[config.mk]
export PLATFORM = sky130hd
export DESIGN_NAME = isa_top
export DESIGN_NICKNAME = d
export VERILOG_FILES = /design/src/inc/isa_pkg.sv /design/src/isa_top.sv /design/src/isa_selbank.sv
export SDC_FILE = /design/constraint.sdc
export NUM_CORES = 1
export LEC_CHECK = 0
export ABC_AREA = 0
export BUFFER_PORTS_ARGS = -buffer_cell sky130_fd_sc_hd__buf_2
export CORE_MARGIN = 2
export CORE_UTILIZATION = 40
export CTS_BUF_LIST = sky130_fd_sc_hd__clkbuf_2 sky130_fd_sc_hd__clkbuf_4 sky130_fd_sc_hd__clkbuf_8
export DETAILED_ROUTE_END_ITERATION = 6
export PLACE_DENSITY = 0.57
export SYNTH_ARGS = -nofsm -noshare
export SYNTH_HDL_FRONTEND = slang
export SYNTH_HIERARCHICAL = 1
export SYNTH_SLANG_ARGS = --single-unit
[constraint.sdc]
create_clock -name clk_sys_in -period 8.4 [get_ports clk_sys_in]
set_input_delay 0.84 -clock clk_sys_in [delete_from_list [all_inputs] [get_ports clk_sys_in]]
set_output_delay 0.84 -clock clk_sys_in [all_outputs]
set_load 0.05 [all_outputs]
[src/inc/isa_pkg.sv]
// Constants for the connector input pin assignment block.
// Assumes a 32-bit APB master and four synchronous connector input pins.
`default_nettype none
package isa_pkg;

  localparam int unsigned NUM_PINS = 4;
  localparam int unsigned NUM_SEL  = 5;
  localparam int unsigned NUM_FUNC = 16;
  localparam int unsigned ADDR_W   = 8;
  localparam int unsigned SEL_W    = 16;
  localparam int unsigned IDX_W    = 3;

  // Register byte offsets.
  localparam logic [7:0] OFS_PIN3_SEL   = 8'h00;
  localparam logic [7:0] OFS_PIN5_SEL   = 8'h04;
  localparam logic [7:0] OFS_PIN6_SEL   = 8'h08;
  localparam logic [7:0] OFS_PIN7_SEL   = 8'h0c;
  localparam logic [7:0] OFS_STROKE_SEL = 8'h10;
  localparam logic [7:0] OFS_MISC       = 8'h14;
  localparam logic [7:0] OFS_STATUS     = 8'h18;

  // Index of the stroke-end selector within the selector bank.
  localparam logic [2:0] IDX_STROKE = 3'h4;

  // Reset values, entry 0 is the pin 3 selector.
  localparam logic [4:0][15:0] SEL_RESET = {
    16'h0403, 16'h0000, 16'h0000, 16'h0995, 16'h0882};
  localparam logic [1:0] MISC_RESET = 2'h0;

  // Selector fields: low digit for position mode, next for speed mode.
  localparam int unsigned POS_LSB = 0;
  localparam int unsigned SPD_LSB = 4;
  // Stroke-end selector fields.
  localparam int unsigned FWD_LSB = 0;
  localparam int unsigned REV_LSB = 8;
  // Misc register fields.
  localparam int unsigned MISC_CC_PIN3 = 0;
  localparam int unsigned MISC_SPEED   = 1;

  // Function codes shared by every pin selector.
  localparam logic [3:0] FN_NONE       = 4'h0;
  localparam logic [3:0] FN_SERVO_ON   = 4'h1;
  localparam logic [3:0] FN_ALARM_CLR  = 4'h2;
  localparam logic [3:0] FN_PROP_CTRL  = 4'h3;
  localparam logic [3:0] FN_CLEAR      = 4'h5;
  localparam logic [3:0] FN_SPEED_1    = 4'h6;
  localparam logic [3:0] FN_SPEED_2    = 4'h7;
  localparam logic [3:0] FN_START_FWD  = 4'h8;
  localparam logic [3:0] FN_START_REV  = 4'h9;
  localparam logic [3:0] FN_SPEED_3    = 4'ha;
  localparam logic [3:0] FN_GEAR_1     = 4'hb;
  localparam logic [3:0] FN_GEAR_2     = 4'hc;
  localparam logic [3:0] FN_TORQUE_LIM = 4'hd;
  localparam logic [3:0] FN_GAIN_CHG   = 4'he;

  // Codes valid in each control mode, one bit per code.
  localparam logic [15:0] VALID_POS = 16'h782e;
  localparam logic [15:0] VALID_SPD = 16'h67ee;

  // Stroke-end pin codes; pin code of pin index p is p + 1.
  localparam logic [3:0] LIM_PIN3 = 4'h1;
  localparam logic [3:0] LIM_PIN5 = 4'h2;
  localparam logic [3:0] LIM_PIN6 = 4'h3;
  localparam logic [3:0] LIM_PIN7 = 4'h4;

  // Pin indices.
  localparam int unsigned P3 = 0;
  localparam int unsigned P6 = 2;
  localparam int unsigned P7 = 3;

endpackage : isa_pkg
`default_nettype wire

[src/isa_top.sv]
// Connector input pin assignment with an APB register slave.
// Assumes pins are synchronous to clk_sys_in and active high.
`timescale 1ns/10ps
`default_nettype none
module isa_top
  import isa_pkg::*;
(
  input  wire logic                clk_sys_in,
  input  wire logic                arst_n_in,
  input  wire logic                psel_in,
  input  wire logic                penable_in,
  input  wire logic                pwrite_in,
  input  wire logic [ADDR_W-1:0]   paddr_in,
  input  wire logic [31:0]         pwdata_in,
  output logic      [31:0]         prdata_out,
  output logic                     pready_out,
  output logic                     pslverr_out,
  input  wire logic [NUM_PINS-1:0] pin_in,
  output logic [NUM_FUNC-1:0]      func_out,
  output logic                     forward_stroke_limit_out,
  output logic                     reverse_stroke_limit_out,
  output logic                     control_change_input_out
);

  logic [NUM_SEL-1:0][SEL_W-1:0] sel;
  logic [SEL_W-1:0]              bank_rd;
  logic [1:0]                    misc;
  logic [NUM_PINS-1:0]           pin_q;
  logic                          setup;
  logic                          wr_done;
  logic                          hit_bank;
  logic                          hit_misc;
  logic                          hit_stat;
  logic                          rd_is_bank;
  logic [31:0]                   rd_aux;
  logic [31:0]                   status;
  logic                          speed_mode;
  logic                          cc_pin3;
  logic [3:0]                    fwd_sel;
  logic [3:0]                    rev_sel;
  logic                          rev_dis;
  logic [15:0]                   valid_mask;
  logic [NUM_PINS-1:0][3:0]      code;
  logic [NUM_PINS-1:0]           gen_has;
  logic [NUM_PINS-1:0]           fwd_keep;
  logic [NUM_PINS-1:0]           rev_keep;
  logic [NUM_PINS-1:0]           gen_en;
  logic [NUM_FUNC-1:0]           next_func;
  logic                          next_fwd;
  logic                          next_rev;
  logic                          next_cc;

  // APB decode; the slave always answers with no wait state.
  assign setup      = psel_in && !penable_in;
  assign wr_done    = psel_in && penable_in && pwrite_in;
  assign pready_out = 1'b1;
  assign hit_bank   = paddr_in[1:0] == 2'h0 && paddr_in <= OFS_STROKE_SEL;
  assign hit_misc   = paddr_in == OFS_MISC;
  assign hit_stat   = paddr_in == OFS_STATUS;

  isa_selbank u_bank (
    .clk_sys_in  (clk_sys_in),
    .arst_n_in   (arst_n_in),
    .wr_en_in    (wr_done && hit_bank),
    .wr_idx_in   (paddr_in[4:2]),
    .wr_data_in  (pwdata_in[SEL_W-1:0]),
    .rd_idx_in   (paddr_in[4:2]),
    .rd_data_out (bank_rd),
    .sel_out     (sel)
  );

  // Misc register: control-change placement and control mode.
  always_ff @(posedge clk_sys_in or negedge arst_n_in) begin
    if (!arst_n_in) begin
      misc <= MISC_RESET;
    end else if (wr_done && hit_misc) begin
      misc <= pwdata_in[1:0];
    end
  end

  // Read source and error flag are caught in the setup cycle.
  always_ff @(posedge clk_sys_in or negedge arst_n_in) begin
    if (!arst_n_in) begin
      rd_is_bank  <= 1'b0;
      rd_aux      <= '0;
      pslverr_out <= 1'b0;
    end else if (setup) begin
      rd_is_bank  <= hit_bank;
      rd_aux      <= hit_misc ? {30'h0, misc} :
                     hit_stat ? status : 32'h0;
      pslverr_out <= !(hit_bank || hit_misc || (hit_stat && !pwrite_in));
    end
  end

  assign prdata_out = rd_is_bank ? {16'h0, bank_rd} : rd_aux;

  assign status = {16'h0, 4'h0, gen_en, 1'b0, control_change_input_out,
                   reverse_stroke_limit_out, forward_stroke_limit_out,
                   pin_q};

  // Pin sampling.
  always_ff @(posedge clk_sys_in or negedge arst_n_in) begin
    if (!arst_n_in) begin
      pin_q <= '0;
    end else begin
      pin_q <= pin_in;
    end
  end

  assign speed_mode = misc[MISC_SPEED];
  assign cc_pin3    = misc[MISC_CC_PIN3];
  assign valid_mask = speed_mode ? VALID_SPD : VALID_POS;
  assign fwd_sel    = sel[IDX_STROKE][FWD_LSB +: 4];
  assign rev_sel    = sel[IDX_STROKE][REV_LSB +: 4];
  assign rev_dis    = fwd_sel == rev_sel;

  genvar gp;
  generate
    for (gp = 0; gp < NUM_PINS; gp++) begin : g_pin
      assign code[gp] = speed_mode ? sel[gp][SPD_LSB +: 4]
                                   : sel[gp][POS_LSB +: 4];
      assign gen_has[gp] = valid_mask[code[gp]];
      if (gp == P6) begin : g_p6
        assign fwd_keep[gp] = fwd_sel == LIM_PIN6 && !gen_has[gp];
      end else if (gp == P3) begin : g_p3
        assign fwd_keep[gp] = fwd_sel == LIM_PIN3 && !cc_pin3;
      end else begin : g_pf
        assign fwd_keep[gp] = fwd_sel == 4'(gp + 1);
      end
      if (gp == P7) begin : g_p7
        assign rev_keep[gp] = rev_sel == LIM_PIN7 && !rev_dis &&
                              !gen_has[gp];
      end else if (gp == P3) begin : g_r3
        assign rev_keep[gp] = rev_sel == LIM_PIN3 && !rev_dis &&
                              !cc_pin3;
      end else begin : g_pr
        assign rev_keep[gp] = rev_sel == 4'(gp + 1) && !rev_dis;
      end
      if (gp == P3) begin : g_e3
        assign gen_en[gp] = gen_has[gp] && !cc_pin3 &&
                            !fwd_keep[gp] && !rev_keep[gp];
      end else begin : g_en
        assign gen_en[gp] = gen_has[gp] &&
                            !fwd_keep[gp] && !rev_keep[gp];
      end
    end
  endgenerate

  // Function lines gather their pins; nothing routed stays low.
  always_comb begin
    next_func = '0;
    next_fwd  = 1'b0;
    next_rev  = 1'b0;
    for (int p = 0; p < NUM_PINS; p++) begin
      if (gen_en[p] && pin_q[p]) begin
        next_func[code[p]] = 1'b1;
      end
      if (fwd_keep[p] && pin_q[p]) begin
        next_fwd = 1'b1;
      end
      if (rev_keep[p] && pin_q[p]) begin
        next_rev = 1'b1;
      end
    end
    next_cc = cc_pin3 && pin_q[P3];
  end

  always_ff @(posedge clk_sys_in or negedge arst_n_in) begin
    if (!arst_n_in) begin
      func_out                 <= '0;
      forward_stroke_limit_out <= 1'b0;
      reverse_stroke_limit_out <= 1'b0;
      control_change_input_out <= 1'b0;
    end else begin
      func_out                 <= next_func;
      forward_stroke_limit_out <= next_fwd;
      reverse_stroke_limit_out <= next_rev;
      control_change_input_out <= next_cc;
    end
  end

  // Checks.
  a_unused_codes_low: assert property (
    @(posedge clk_sys_in) disable iff (!arst_n_in)
    func_out[FN_NONE] == 1'b0 && func_out[4] == 1'b0 &&
    func_out[15] == 1'b0)
    else $error("Unassignable function code went active.");

  a_pin3_routes_func: assert property (
    @(posedge clk_sys_in) disable iff (!arst_n_in)
    (!cc_pin3 && fwd_sel != LIM_PIN3 && rev_sel != LIM_PIN3 &&
     gen_has[P3] && pin_q[P3]) |=> func_out[$past(code[P3])])
    else $error("Pin 3 function not routed.");

  a_cc_blocks_pin3: assert property (
    @(posedge clk_sys_in) disable iff (!arst_n_in)
    cc_pin3 |-> !gen_en[P3] && !fwd_keep[P3] && !rev_keep[P3])
    else $error("Pin 3 selector used while control change owns pin 3.");

  a_cc_follows_pin: assert property (
    @(posedge clk_sys_in) disable iff (!arst_n_in)
    (cc_pin3 && pin_q[P3]) ##1 cc_pin3 |-> control_change_input_out)
    else $error("Control change input did not follow pin 3.");

  a_limit_blocks_pin3: assert property (
    @(posedge clk_sys_in) disable iff (!arst_n_in)
    (!cc_pin3 && fwd_sel == LIM_PIN3) |-> !gen_en[P3])
    else $error("Pin 3 selector used under a stroke limit.");

  a_pin5_routes_func: assert property (
    @(posedge clk_sys_in) disable iff (!arst_n_in)
    (fwd_sel != LIM_PIN5 && rev_sel != LIM_PIN5 && gen_has[1] &&
     pin_q[1]) |=> func_out[$past(code[1])])
    else $error("Pin 5 function not routed.");

  a_pin6_beats_fwd: assert property (
    @(posedge clk_sys_in) disable iff (!arst_n_in)
    (fwd_sel == LIM_PIN6 && gen_has[P6]) |-> gen_en[P6] &&
    !fwd_keep[P6])
    else $error("Pin 6 selector lost to default forward limit.");

  a_pin7_beats_rev: assert property (
    @(posedge clk_sys_in) disable iff (!arst_n_in)
    (rev_sel == LIM_PIN7 && gen_has[P7]) |-> !rev_keep[P7])
    else $error("Pin 7 selector lost to default reverse limit.");

  a_shared_pin_rev: assert property (
    @(posedge clk_sys_in) disable iff (!arst_n_in)
    (fwd_sel == rev_sel)[*2] |-> !reverse_stroke_limit_out)
    else $error("Reverse limit active while sharing the forward pin.");

  a_limit_pin5_wins: assert property (
    @(posedge clk_sys_in) disable iff (!arst_n_in)
    (fwd_sel == LIM_PIN5 && pin_q[1]) |=> forward_stroke_limit_out)
    else $error("Forward limit on pin 5 not routed.");

  a_idle_pins_quiet: assert property (
    @(posedge clk_sys_in) disable iff (!arst_n_in)
    (pin_q == 4'h0 && !cc_pin3) |=> func_out == '0 &&
    !forward_stroke_limit_out && !reverse_stroke_limit_out)
    else $error("Function active with all pins low.");

  a_pin6_routes_func: assert property (
    @(posedge clk_sys_in) disable iff (!arst_n_in)
    (rev_sel != LIM_PIN6 && gen_has[P6] && pin_q[P6]) |=>
    func_out[$past(code[P6])])
    else $error("Pin 6 function not routed.");

  a_pin7_routes_func: assert property (
    @(posedge clk_sys_in) disable iff (!arst_n_in)
    (fwd_sel != LIM_PIN7 && gen_has[P7] && pin_q[P7]) |=>
    func_out[$past(code[P7])])
    else $error("Pin 7 function not routed.");

  a_rev_pin5_wins: assert property (
    @(posedge clk_sys_in) disable iff (!arst_n_in)
    (rev_sel == LIM_PIN5 && fwd_sel != LIM_PIN5 && pin_q[1]) |=>
    reverse_stroke_limit_out)
    else $error("Reverse limit on pin 5 not routed.");

  a_fwd_pin7_wins: assert property (
    @(posedge clk_sys_in) disable iff (!arst_n_in)
    (fwd_sel == LIM_PIN7 && pin_q[P7]) |=> forward_stroke_limit_out)
    else $error("Forward limit on pin 7 not routed.");

  a_fwd_default_kept: assert property (
    @(posedge clk_sys_in) disable iff (!arst_n_in)
    (fwd_sel == LIM_PIN6 && !gen_has[P6] && pin_q[P6]) |=>
    forward_stroke_limit_out)
    else $error("Default forward limit lost on pin 6.");

  a_rev_default_kept: assert property (
    @(posedge clk_sys_in) disable iff (!arst_n_in)
    (rev_sel == LIM_PIN7 && fwd_sel != LIM_PIN7 && !gen_has[P7] &&
     pin_q[P7]) |=> reverse_stroke_limit_out)
    else $error("Default reverse limit lost on pin 7.");

  a_fwd_pin3_wins: assert property (
    @(posedge clk_sys_in) disable iff (!arst_n_in)
    (fwd_sel == LIM_PIN3 && !cc_pin3 && pin_q[P3]) |=>
    forward_stroke_limit_out)
    else $error("Forward limit on pin 3 not routed.");

  a_rev_blocks_pin3: assert property (
    @(posedge clk_sys_in) disable iff (!arst_n_in)
    (!cc_pin3 && rev_sel == LIM_PIN3) |-> !gen_en[P3])
    else $error("Pin 3 selector used under the reverse limit.");

  a_func_needs_route: assert property (
    @(posedge clk_sys_in) disable iff (!arst_n_in)
    (gen_en == 4'h0) |=> func_out == '0)
    else $error("Function active with no general selector in use.");

  a_fwd_needs_route: assert property (
    @(posedge clk_sys_in) disable iff (!arst_n_in)
    (fwd_keep == 4'h0) |=> !forward_stroke_limit_out)
    else $error("Forward limit active with no pin placed.");

  a_rev_needs_route: assert property (
    @(posedge clk_sys_in) disable iff (!arst_n_in)
    (rev_keep == 4'h0) |=> !reverse_stroke_limit_out)
    else $error("Reverse limit active with no pin placed.");

  a_cc_needs_select: assert property (
    @(posedge clk_sys_in) disable iff (!arst_n_in)
    !cc_pin3 |=> !control_change_input_out)
    else $error("Control change active while not placed on pin 3.");

endmodule : isa_top
`default_nettype wire

[src/isa_selbank.sv]
// Selector bank: five 16-bit selectors with a registered read port.
// Assumes the caller writes only at the APB completion edge.
`timescale 1ns/10ps
`default_nettype none
module isa_selbank
  import isa_pkg::*;
(
  input  wire logic                  clk_sys_in,
  input  wire logic                  arst_n_in,
  input  wire logic                  wr_en_in,
  input  wire logic [IDX_W-1:0]      wr_idx_in,
  input  wire logic [SEL_W-1:0]      wr_data_in,
  input  wire logic [IDX_W-1:0]      rd_idx_in,
  output logic      [SEL_W-1:0]      rd_data_out,
  output logic [NUM_SEL-1:0][SEL_W-1:0] sel_out
);

  genvar gi;
  generate
    for (gi = 0; gi < NUM_SEL; gi++) begin : g_ent
      always_ff @(posedge clk_sys_in or negedge arst_n_in) begin
        if (!arst_n_in) begin
          sel_out[gi] <= SEL_RESET[gi];
        end else if (wr_en_in && wr_idx_in == IDX_W'(gi)) begin
          sel_out[gi] <= wr_data_in;
        end
      end
    end
  endgenerate

  // Read data always come from a register.
  always_ff @(posedge clk_sys_in or negedge arst_n_in) begin
    if (!arst_n_in) begin
      rd_data_out <= '0;
    end else if (rd_idx_in < IDX_W'(NUM_SEL)) begin
      rd_data_out <= sel_out[rd_idx_in];
    end else begin
      rd_data_out <= '0;
    end
  end

endmodule : isa_selbank
`default_nettype wire

==> impl_metrics.tcl, run 1 <==
set metrics [dict create \
    synth_cell_type_count 79 \
    fraction_of_final_layout_cells_sized_beyond_drive_strength_1 0.344 \
    detail-route-antenna-nets 0 \
    endpoint_of_the_lowest_slack_register_to_register_path "func_out[9]" \
    hpwl_reported_at_the_end_of_detailed_placement_mm 13.9 \
    violations "design-rule violations" \
    setup_viol 0 \
    largest_clock_skew_in_the_final_design_ns 0.0157 \
    wire_per_inst_um 20.5 \
    layout.cells.non_filler 953 \
    rows 49 \
    initial_utilization 0.409 \
    root_buffer "clkbuf_8" \
    nets 764 \
    crit_family "compound AO/OA/AOI/OAI gates" \
    p_leak_nw 3.73 \
    synth_async_sr_flop_share 1.00 \
    worst_setup_path_start_kind "flip-flop" \
    rsz0062_at_grt "false" \
    layout.cells.most_common "dfrtp_1" \
    p_int_mw 0.960 \
    arrival_ns 3.26 \
    grt_start_max_net_pins 78 \
    dr.first_iter.drc_count 312 \
    vias 5429 \
    antenna_cells_inserted 0 \
    post-route-period-util 0.345 \
    fp.coreArea_um2 18100 \
    pwr-share-seq 0.507 \
    part_of_the_total_power_dissipated_in_combinational_logic 0.073 \
    grt_pass1_wl_mm 30.9 \
    post_synthesis_sequential_element_count 134 \
    post_cts.resized_instances 0 \
    power_density_of_the_placed_cells_nw_per_um2 159 \
    grt_pass1_vias 5380 \
    totalNegativeSetupSlack_ns 0 \
    clock_latency_ns 0.46 \
    number_of_h_tree_levels 4 \
    critical_path.max_fanout 69 \
    postSynthCellCount 650 \
    final_period_minus_worst_setup_slack_ns 2.89 \
    hp-class "in2async" \
    grt_use_total 0.205 \
    max_cap_violations 0 \
    number_of_max_slew_violations_in_the_final_report 0 \
    layout.filler_cells 1647 \
    globalRoute.totalOverflow 0 \
    synthFlopType "dfrtp_1" \
    cts_setup_buffers 0 \
    drtPass1Iterations 7 \
    place_inst 921 \
    worst_ir_drop_vdd_v 0.000121 \
    avgViaCountPerCell 5.70 \
    postSynthAreaPerCell_um2 11.4 \
    fp.dieH_um 140 \
    synth_edf_count 0 \
    dieArea_um2 19600 \
    switch_pwr_mw 0.347 \
    most_frequent_cell_on_the_critical_path "mux2i_1" \
    worst-path-buf-inv 1 \
    timing.reg2reg.worst_path_depth 9 \
    ys.warnings.count 6 \
    yosysSeqAreaShare 0.455 \
    die-width_um 140 \
    io_pins 102 \
    worst-setup-path-type "reg2reg" \
    slew_headroom 0.362 \
    endpoint_class_of_the_critical_path "flip-flop" \
    post-route-worst-setup-slack_ns 5.51 \
    crit-reg2reg-launch "misc[1]" \
    antenna_found_initial 1 \
    critical-path-max-stage-delay_ns 0.68 \
    postRouteWirelength_mm 19.5 \
    critPathSlowestCell "a2111oi_4" \
    final-hold-violation-count 0 \
    syn_to_final_growth_pct 11.3 \
    port_buffers 68 \
    place_ws_ns 5.08 \
    cts.reportedPaths.clkPinSlew_ns 0.09 \
    power.share.clock 0.420 \
    cts_hold_buffers 0 \
    status "finished with violations" \
    totalPowerFinal_mw 1.31 \
    clock.fmax_ghz 0.346 \
    cts_sink_count 134 \
    tightestPinTransition_ns 0.956 \
    critical_path_origin "misc[1]" \
    sw_frac_of_total 0.266 \
    layout.cells.most_common_list "121 x dfrtp_1, 111 x mux2_2, 67 x buf_2" \
    mappedNetlistArea_um2 7400 \
    tritoncts "built" \
    cts_max_path_buffers 2 \
    path_cells "buf_4 > nand2b_1 > a21boi_0 > ha_1 > mux2i_1 > mux2i_1 > a2111oi_4 > a41oi_1 > o211ai_1" \
    critPathCapture "func_out[9]" \
    routabilityCongestion 0.874 \
    worstSetupPathDepth 9 \
    final_routed_drc_violation_total 7 \
    cts_buffers 17 \
    crit_required_ns 8.77 \
    r2r_setup_slack_ns 5.51 \
]
## cell type report
type / instances / area, µm² / area share
multi-input combinational: 473 / 3740 / 0.453
sequential: 134 / 3370 / 0.409
timing repair buffer: 76 / 407 / 0.0494
tap: 229 / 287 / 0.0348
clock buffer: 20 / 263 / 0.0319
clock inverter: 12 / 144 / 0.0175
inverter: 9 / 33.8 / 0.00410
## per-stage QoR
| stage | hold WS, ns | utilization | cell area (µm²) |
|---|---|---|---|
| after floorplan | 0.445 | - | 7470 |
| after global placement | 0.461 | 0.433 | 7830 |
| after detailed placement | 0.468 | 0.433 | 7830 |
| after CTS | 0.346 | 0.456 | 8240 |
| after global routing | 0.364 | 0.456 | 8240 |
| final | 0.329 | 0.456 | 8240 |
## layer usage
layer | global-route usage | share of wire | up-vias
li1 | - | - | 2534
met1 | 0.286 | 0.48 | 2717
met2 | 0.320 | 0.46 | 146
met3 | 0.0434 | 0.037 | 30
met4 | 0.0643 | 0.024 | 2
met5 | 0 | 0.00056 | -
## logic make-up (layout without fill, tap and decap cells)
kind of cell               count (synthesis)  count (layout)  synth area share
buffers and inverters                     61             117            0.0505
adders and majority gates                  4               4           0.00676
DFF                                      134             134             0.455
muxes                                    142             142             0.211
and+or+nand+nor                          196             196             0.156
xor gates and xnor gates                   4               4           0.00473
AOI/OAI and AO/OA                        107             107             0.116
other                                      2              20           0.00101
## worst reg2reg max path, cell delays in order (launching register included)
cell	delay, ns
dfrtp_2	0.44
buf_4	0.33
nand2b_1	0.27
a21boi_0	0.14
ha_1	0.25
mux2i_1	0.13
mux2i_1	0.13
a2111oi_4	0.68
a41oi_1	0.29
o211ai_1	0.15
## power by group through the flow
| stage | clock [mW] | combinational, mW | sequential (mW) |
|---|---|---|---|
| 5_1_grt | 0.593 | 0.104 | 0.663 |
| 3_5_place_dp | 0 | 0.0965 | 0.674 |
| 6_report | 0.549 | 0.0955 | 0.662 |
| 3_3_place_gp | 0 | 0.0945 | 0.674 |
| 4_1_cts | 0.567 | 0.0967 | 0.662 |
| 2_1_floorplan | 0 | 0.0591 | 0.676 |
## sequential cells by signal, summed over array words and instances (netlist names)
signal / cells
pin_q: 4
reverse_stroke_limit_out: 1
control_change_input_out: 1
pslverr_out: 1
rd_is_bank: 1
forward_stroke_limit_out: 1
misc: 2
rd_aux: 11
u_bank/sel_out: 80
u_bank/rd_data_out: 16
func_out: 16
## synth_stat cells, drive strengths merged (8+ instances only)
library cell  count  area, µm²
and2              8       50.1
mux2i            31        310
nor2b            10       62.6
mux2            111       1250
nor2             29        109
buf              39        290
nand3            16       80.1
a31oi             8       50.1
nand2b           13       81.3
dfstp            12        315
clkbuf           13       50.0
dfrtp           122       3050
nor3             12       70.1
nand3b           12       90.1
a221o            15        150
o21ai            19       95.1
o211ai            8       60.1
nand4            10       62.6
nand2            42        160
inv               9       33.8
## worst min-delay path by stage
stage               slack [ns]         from                  to
floorplan                 0.44   rd_aux[10]          rd_aux[10]
global placement          0.46  pslverr_out         pslverr_out
detailed placement        0.47  pslverr_out         pslverr_out
CTS                       0.35    arst_n_in  u_bank/sel_out[33]
global route              0.36    arst_n_in  u_bank/sel_out[33]
finish                    0.33    arst_n_in  u_bank/sel_out[33]
Note: power is estimated with default switching activity, not from simulation.
==> inputs of run 2 (changes only) <==
PLACE_DENSITY = 0.59   (was 0.57)
clock period = 2.5 ns   (was 8.4 ns; I/O delays follow)
==> impl_metrics.tcl, run 2 (same netlist as run 1, synthesis figures left out) <==
set metrics [dict create \
    final-hold-violation-count 0 \
    die-width_um 140 \
    place_ws_ns 0.0902 \
    rows 49 \
    endpoint_class_of_the_critical_path "flip-flop" \
    initial_utilization 0.409 \
    totalNegativeSetupSlack_ns 0 \
    max_cap_violations 0 \
    fp.coreArea_um2 18100 \
    wire_per_inst_um 20.6 \
    p_leak_nw 3.94 \
    grt_use_total 0.213 \
    cts_sink_count 134 \
    port_buffers 68 \
    critical_path.max_fanout 30 \
    layout.cells.most_common_list "121 x dfrtp_1, 111 x mux2_2, 67 x buf_2" \
    cts_setup_buffers 0 \
    clock.fmax_ghz 0.421 \
    routabilityCongestion 0.916 \
    tritoncts "built" \
    detail-route-antenna-nets 0 \
    slew_headroom 0.393 \
    globalRoute.totalOverflow 0 \
    register_area_um2 3370 \
    fraction_of_final_layout_cells_sized_beyond_drive_strength_1 0.373 \
    grt_start_max_net_pins 59 \
    rsz0062_at_grt "false" \
    final_core_util 0.476 \
    cts_buffers 17 \
    totalPowerFinal_mw 4.38 \
    crit_required_ns 2.81 \
    number_of_max_slew_violations_in_the_final_report 0 \
    worst_ir_drop_vdd_v 0.000326 \
    io_pins 102 \
    grt_pass1_wl_mm 31.9 \
    power_density_of_the_placed_cells_nw_per_um2 508 \
    final_routed_drc_violation_total 18 \
    fp.dieH_um 140 \
    worst-setup-path-type "reg2reg" \
    antenna_found_initial 0 \
    cts_max_path_buffers 2 \
    cts.reportedPaths.clkPinSlew_ns 0.09 \
    post-route-worst-setup-slack_ns 0.125 \
    violations "design-rule violations" \
    largestRegisters "u_bank/sel_out: 80 flops, func_out: 16 flops, u_bank/rd_data_out: 16 flops" \
    arrival_ns 2.68 \
    hpwl_reported_at_the_end_of_detailed_placement_mm 15.2 \
    setup_viol 0 \
    number_of_h_tree_levels 4 \
    syn_to_final_growth_pct 16.2 \
    drtPass1Iterations 7 \
    dieArea_um2 19600 \
    avgViaCountPerCell 5.71 \
    root_buffer "clkbuf_8" \
    worst_setup_path_start_kind "flip-flop" \
    dr.first_iter.drc_count 346 \
    nets 803 \
    postRouteWirelength_mm 20.4 \
    tightestPinTransition_ns 0.910 \
    largest_register_ff_count 80 \
    top_register "u_bank/sel_out" \
    vias 5671 \
    largest_clock_skew_in_the_final_design_ns 0.0139 \
    status "finished with violations" \
    post-route-period-util 0.950 \
    grt_pass1_vias 5724 \
    multi_input_gate_area_um2 3740 \
    fin_worst_hold_slack_ns 0.0830 \
    layout.cells.most_common "dfrtp_1" \
    hp-class "in2reg" \
    clock_latency_ns 0.45 \
    final_period_minus_worst_setup_slack_ns 2.37 \
    layout.filler_cells 1651 \
]
## run 2: cell types whose count changed in the layout (fill, tap and decap cells not counted)
cell	delta
buf_12	+5
clkbuf_4	-2
inv_6	+1
bufinv_16	-1
clkinv_4	+1
mux2i_1	-2
buf_4	+29
clkinvlp_4	-2
mux2i_2	+2
diode_2	+2
dlygate4sd3_1	+5
clkbuf_8	+2
## run 2: critical path, cell delays in order, from the launching register on
cell      delay [ns]
dfrtp_2         0.46
buf_12          0.18
mux2i_2         0.18
ha_1            0.31
inv_1           0.05
a222oi_1        0.55
nor4_2          0.15
buf_4           0.18
nand2_1         0.07
o221ai_1        0.12
## run 2: where the power goes
group | total, mW | switching (mW) | internal, mW
registers | 2.22 | 0.0286 | 2.19
clock network | 1.80 | 0.918 | 0.879
logic | 0.356 | 0.251 | 0.106
total | 4.38 | 1.20 | 3.18
## run 2: final timing paths
kind | startpoint | end | slack (ns) | cells past startpoint
max | misc[1] | func_out[1] | 0.13 | 9
min | pwdata_in[15] | u_bank/sel_out[47] | 0.08 | 2
max reg2reg | misc[1] | func_out[1] | 0.13 | 9
min reg2reg | pslverr_out | pslverr_out | 0.49 | 1
max in group asynchronous | arst_n_in | u_bank/sel_out[74] | 1.42 | 3
min in group asynchronous | arst_n_in | func_out[2] | 0.32 | 2
## run 2: cell type report
| class | count | share of cell area |
|---|---|---|
| flip-flops and latches | 134 | 0.392 |
| repair buffers | 115 | 0.0900 |
| clock inverters | 11 | 0.0135 |
| diodes | 2 | 0.000582 |
| clock buffers | 20 | 0.0320 |
| well taps | 229 | 0.0333 |
| multi-input cells | 473 | 0.435 |
| inverters | 9 | 0.00393 |
## run 2: stage by stage
step                area, µm²  std cells
finish                   8600        993
detailed placement       8150        955
floorplan                7480        668
global placement         8150        955
CTS                      8590        991
global route             8600        991
## run 2: per-layer routing
layer  global-route usage  share of wire
met5                    0              0
met4                0.106          0.038
met3               0.0458          0.055
met2                0.335           0.46
met1                0.279           0.45
## run 2: timing repair
action,4_1_cts,5_1_grt
resized for setup,0,2
hold buffers,5,0
hold endpoints to repair,57,0
setup endpoints to repair,0,6
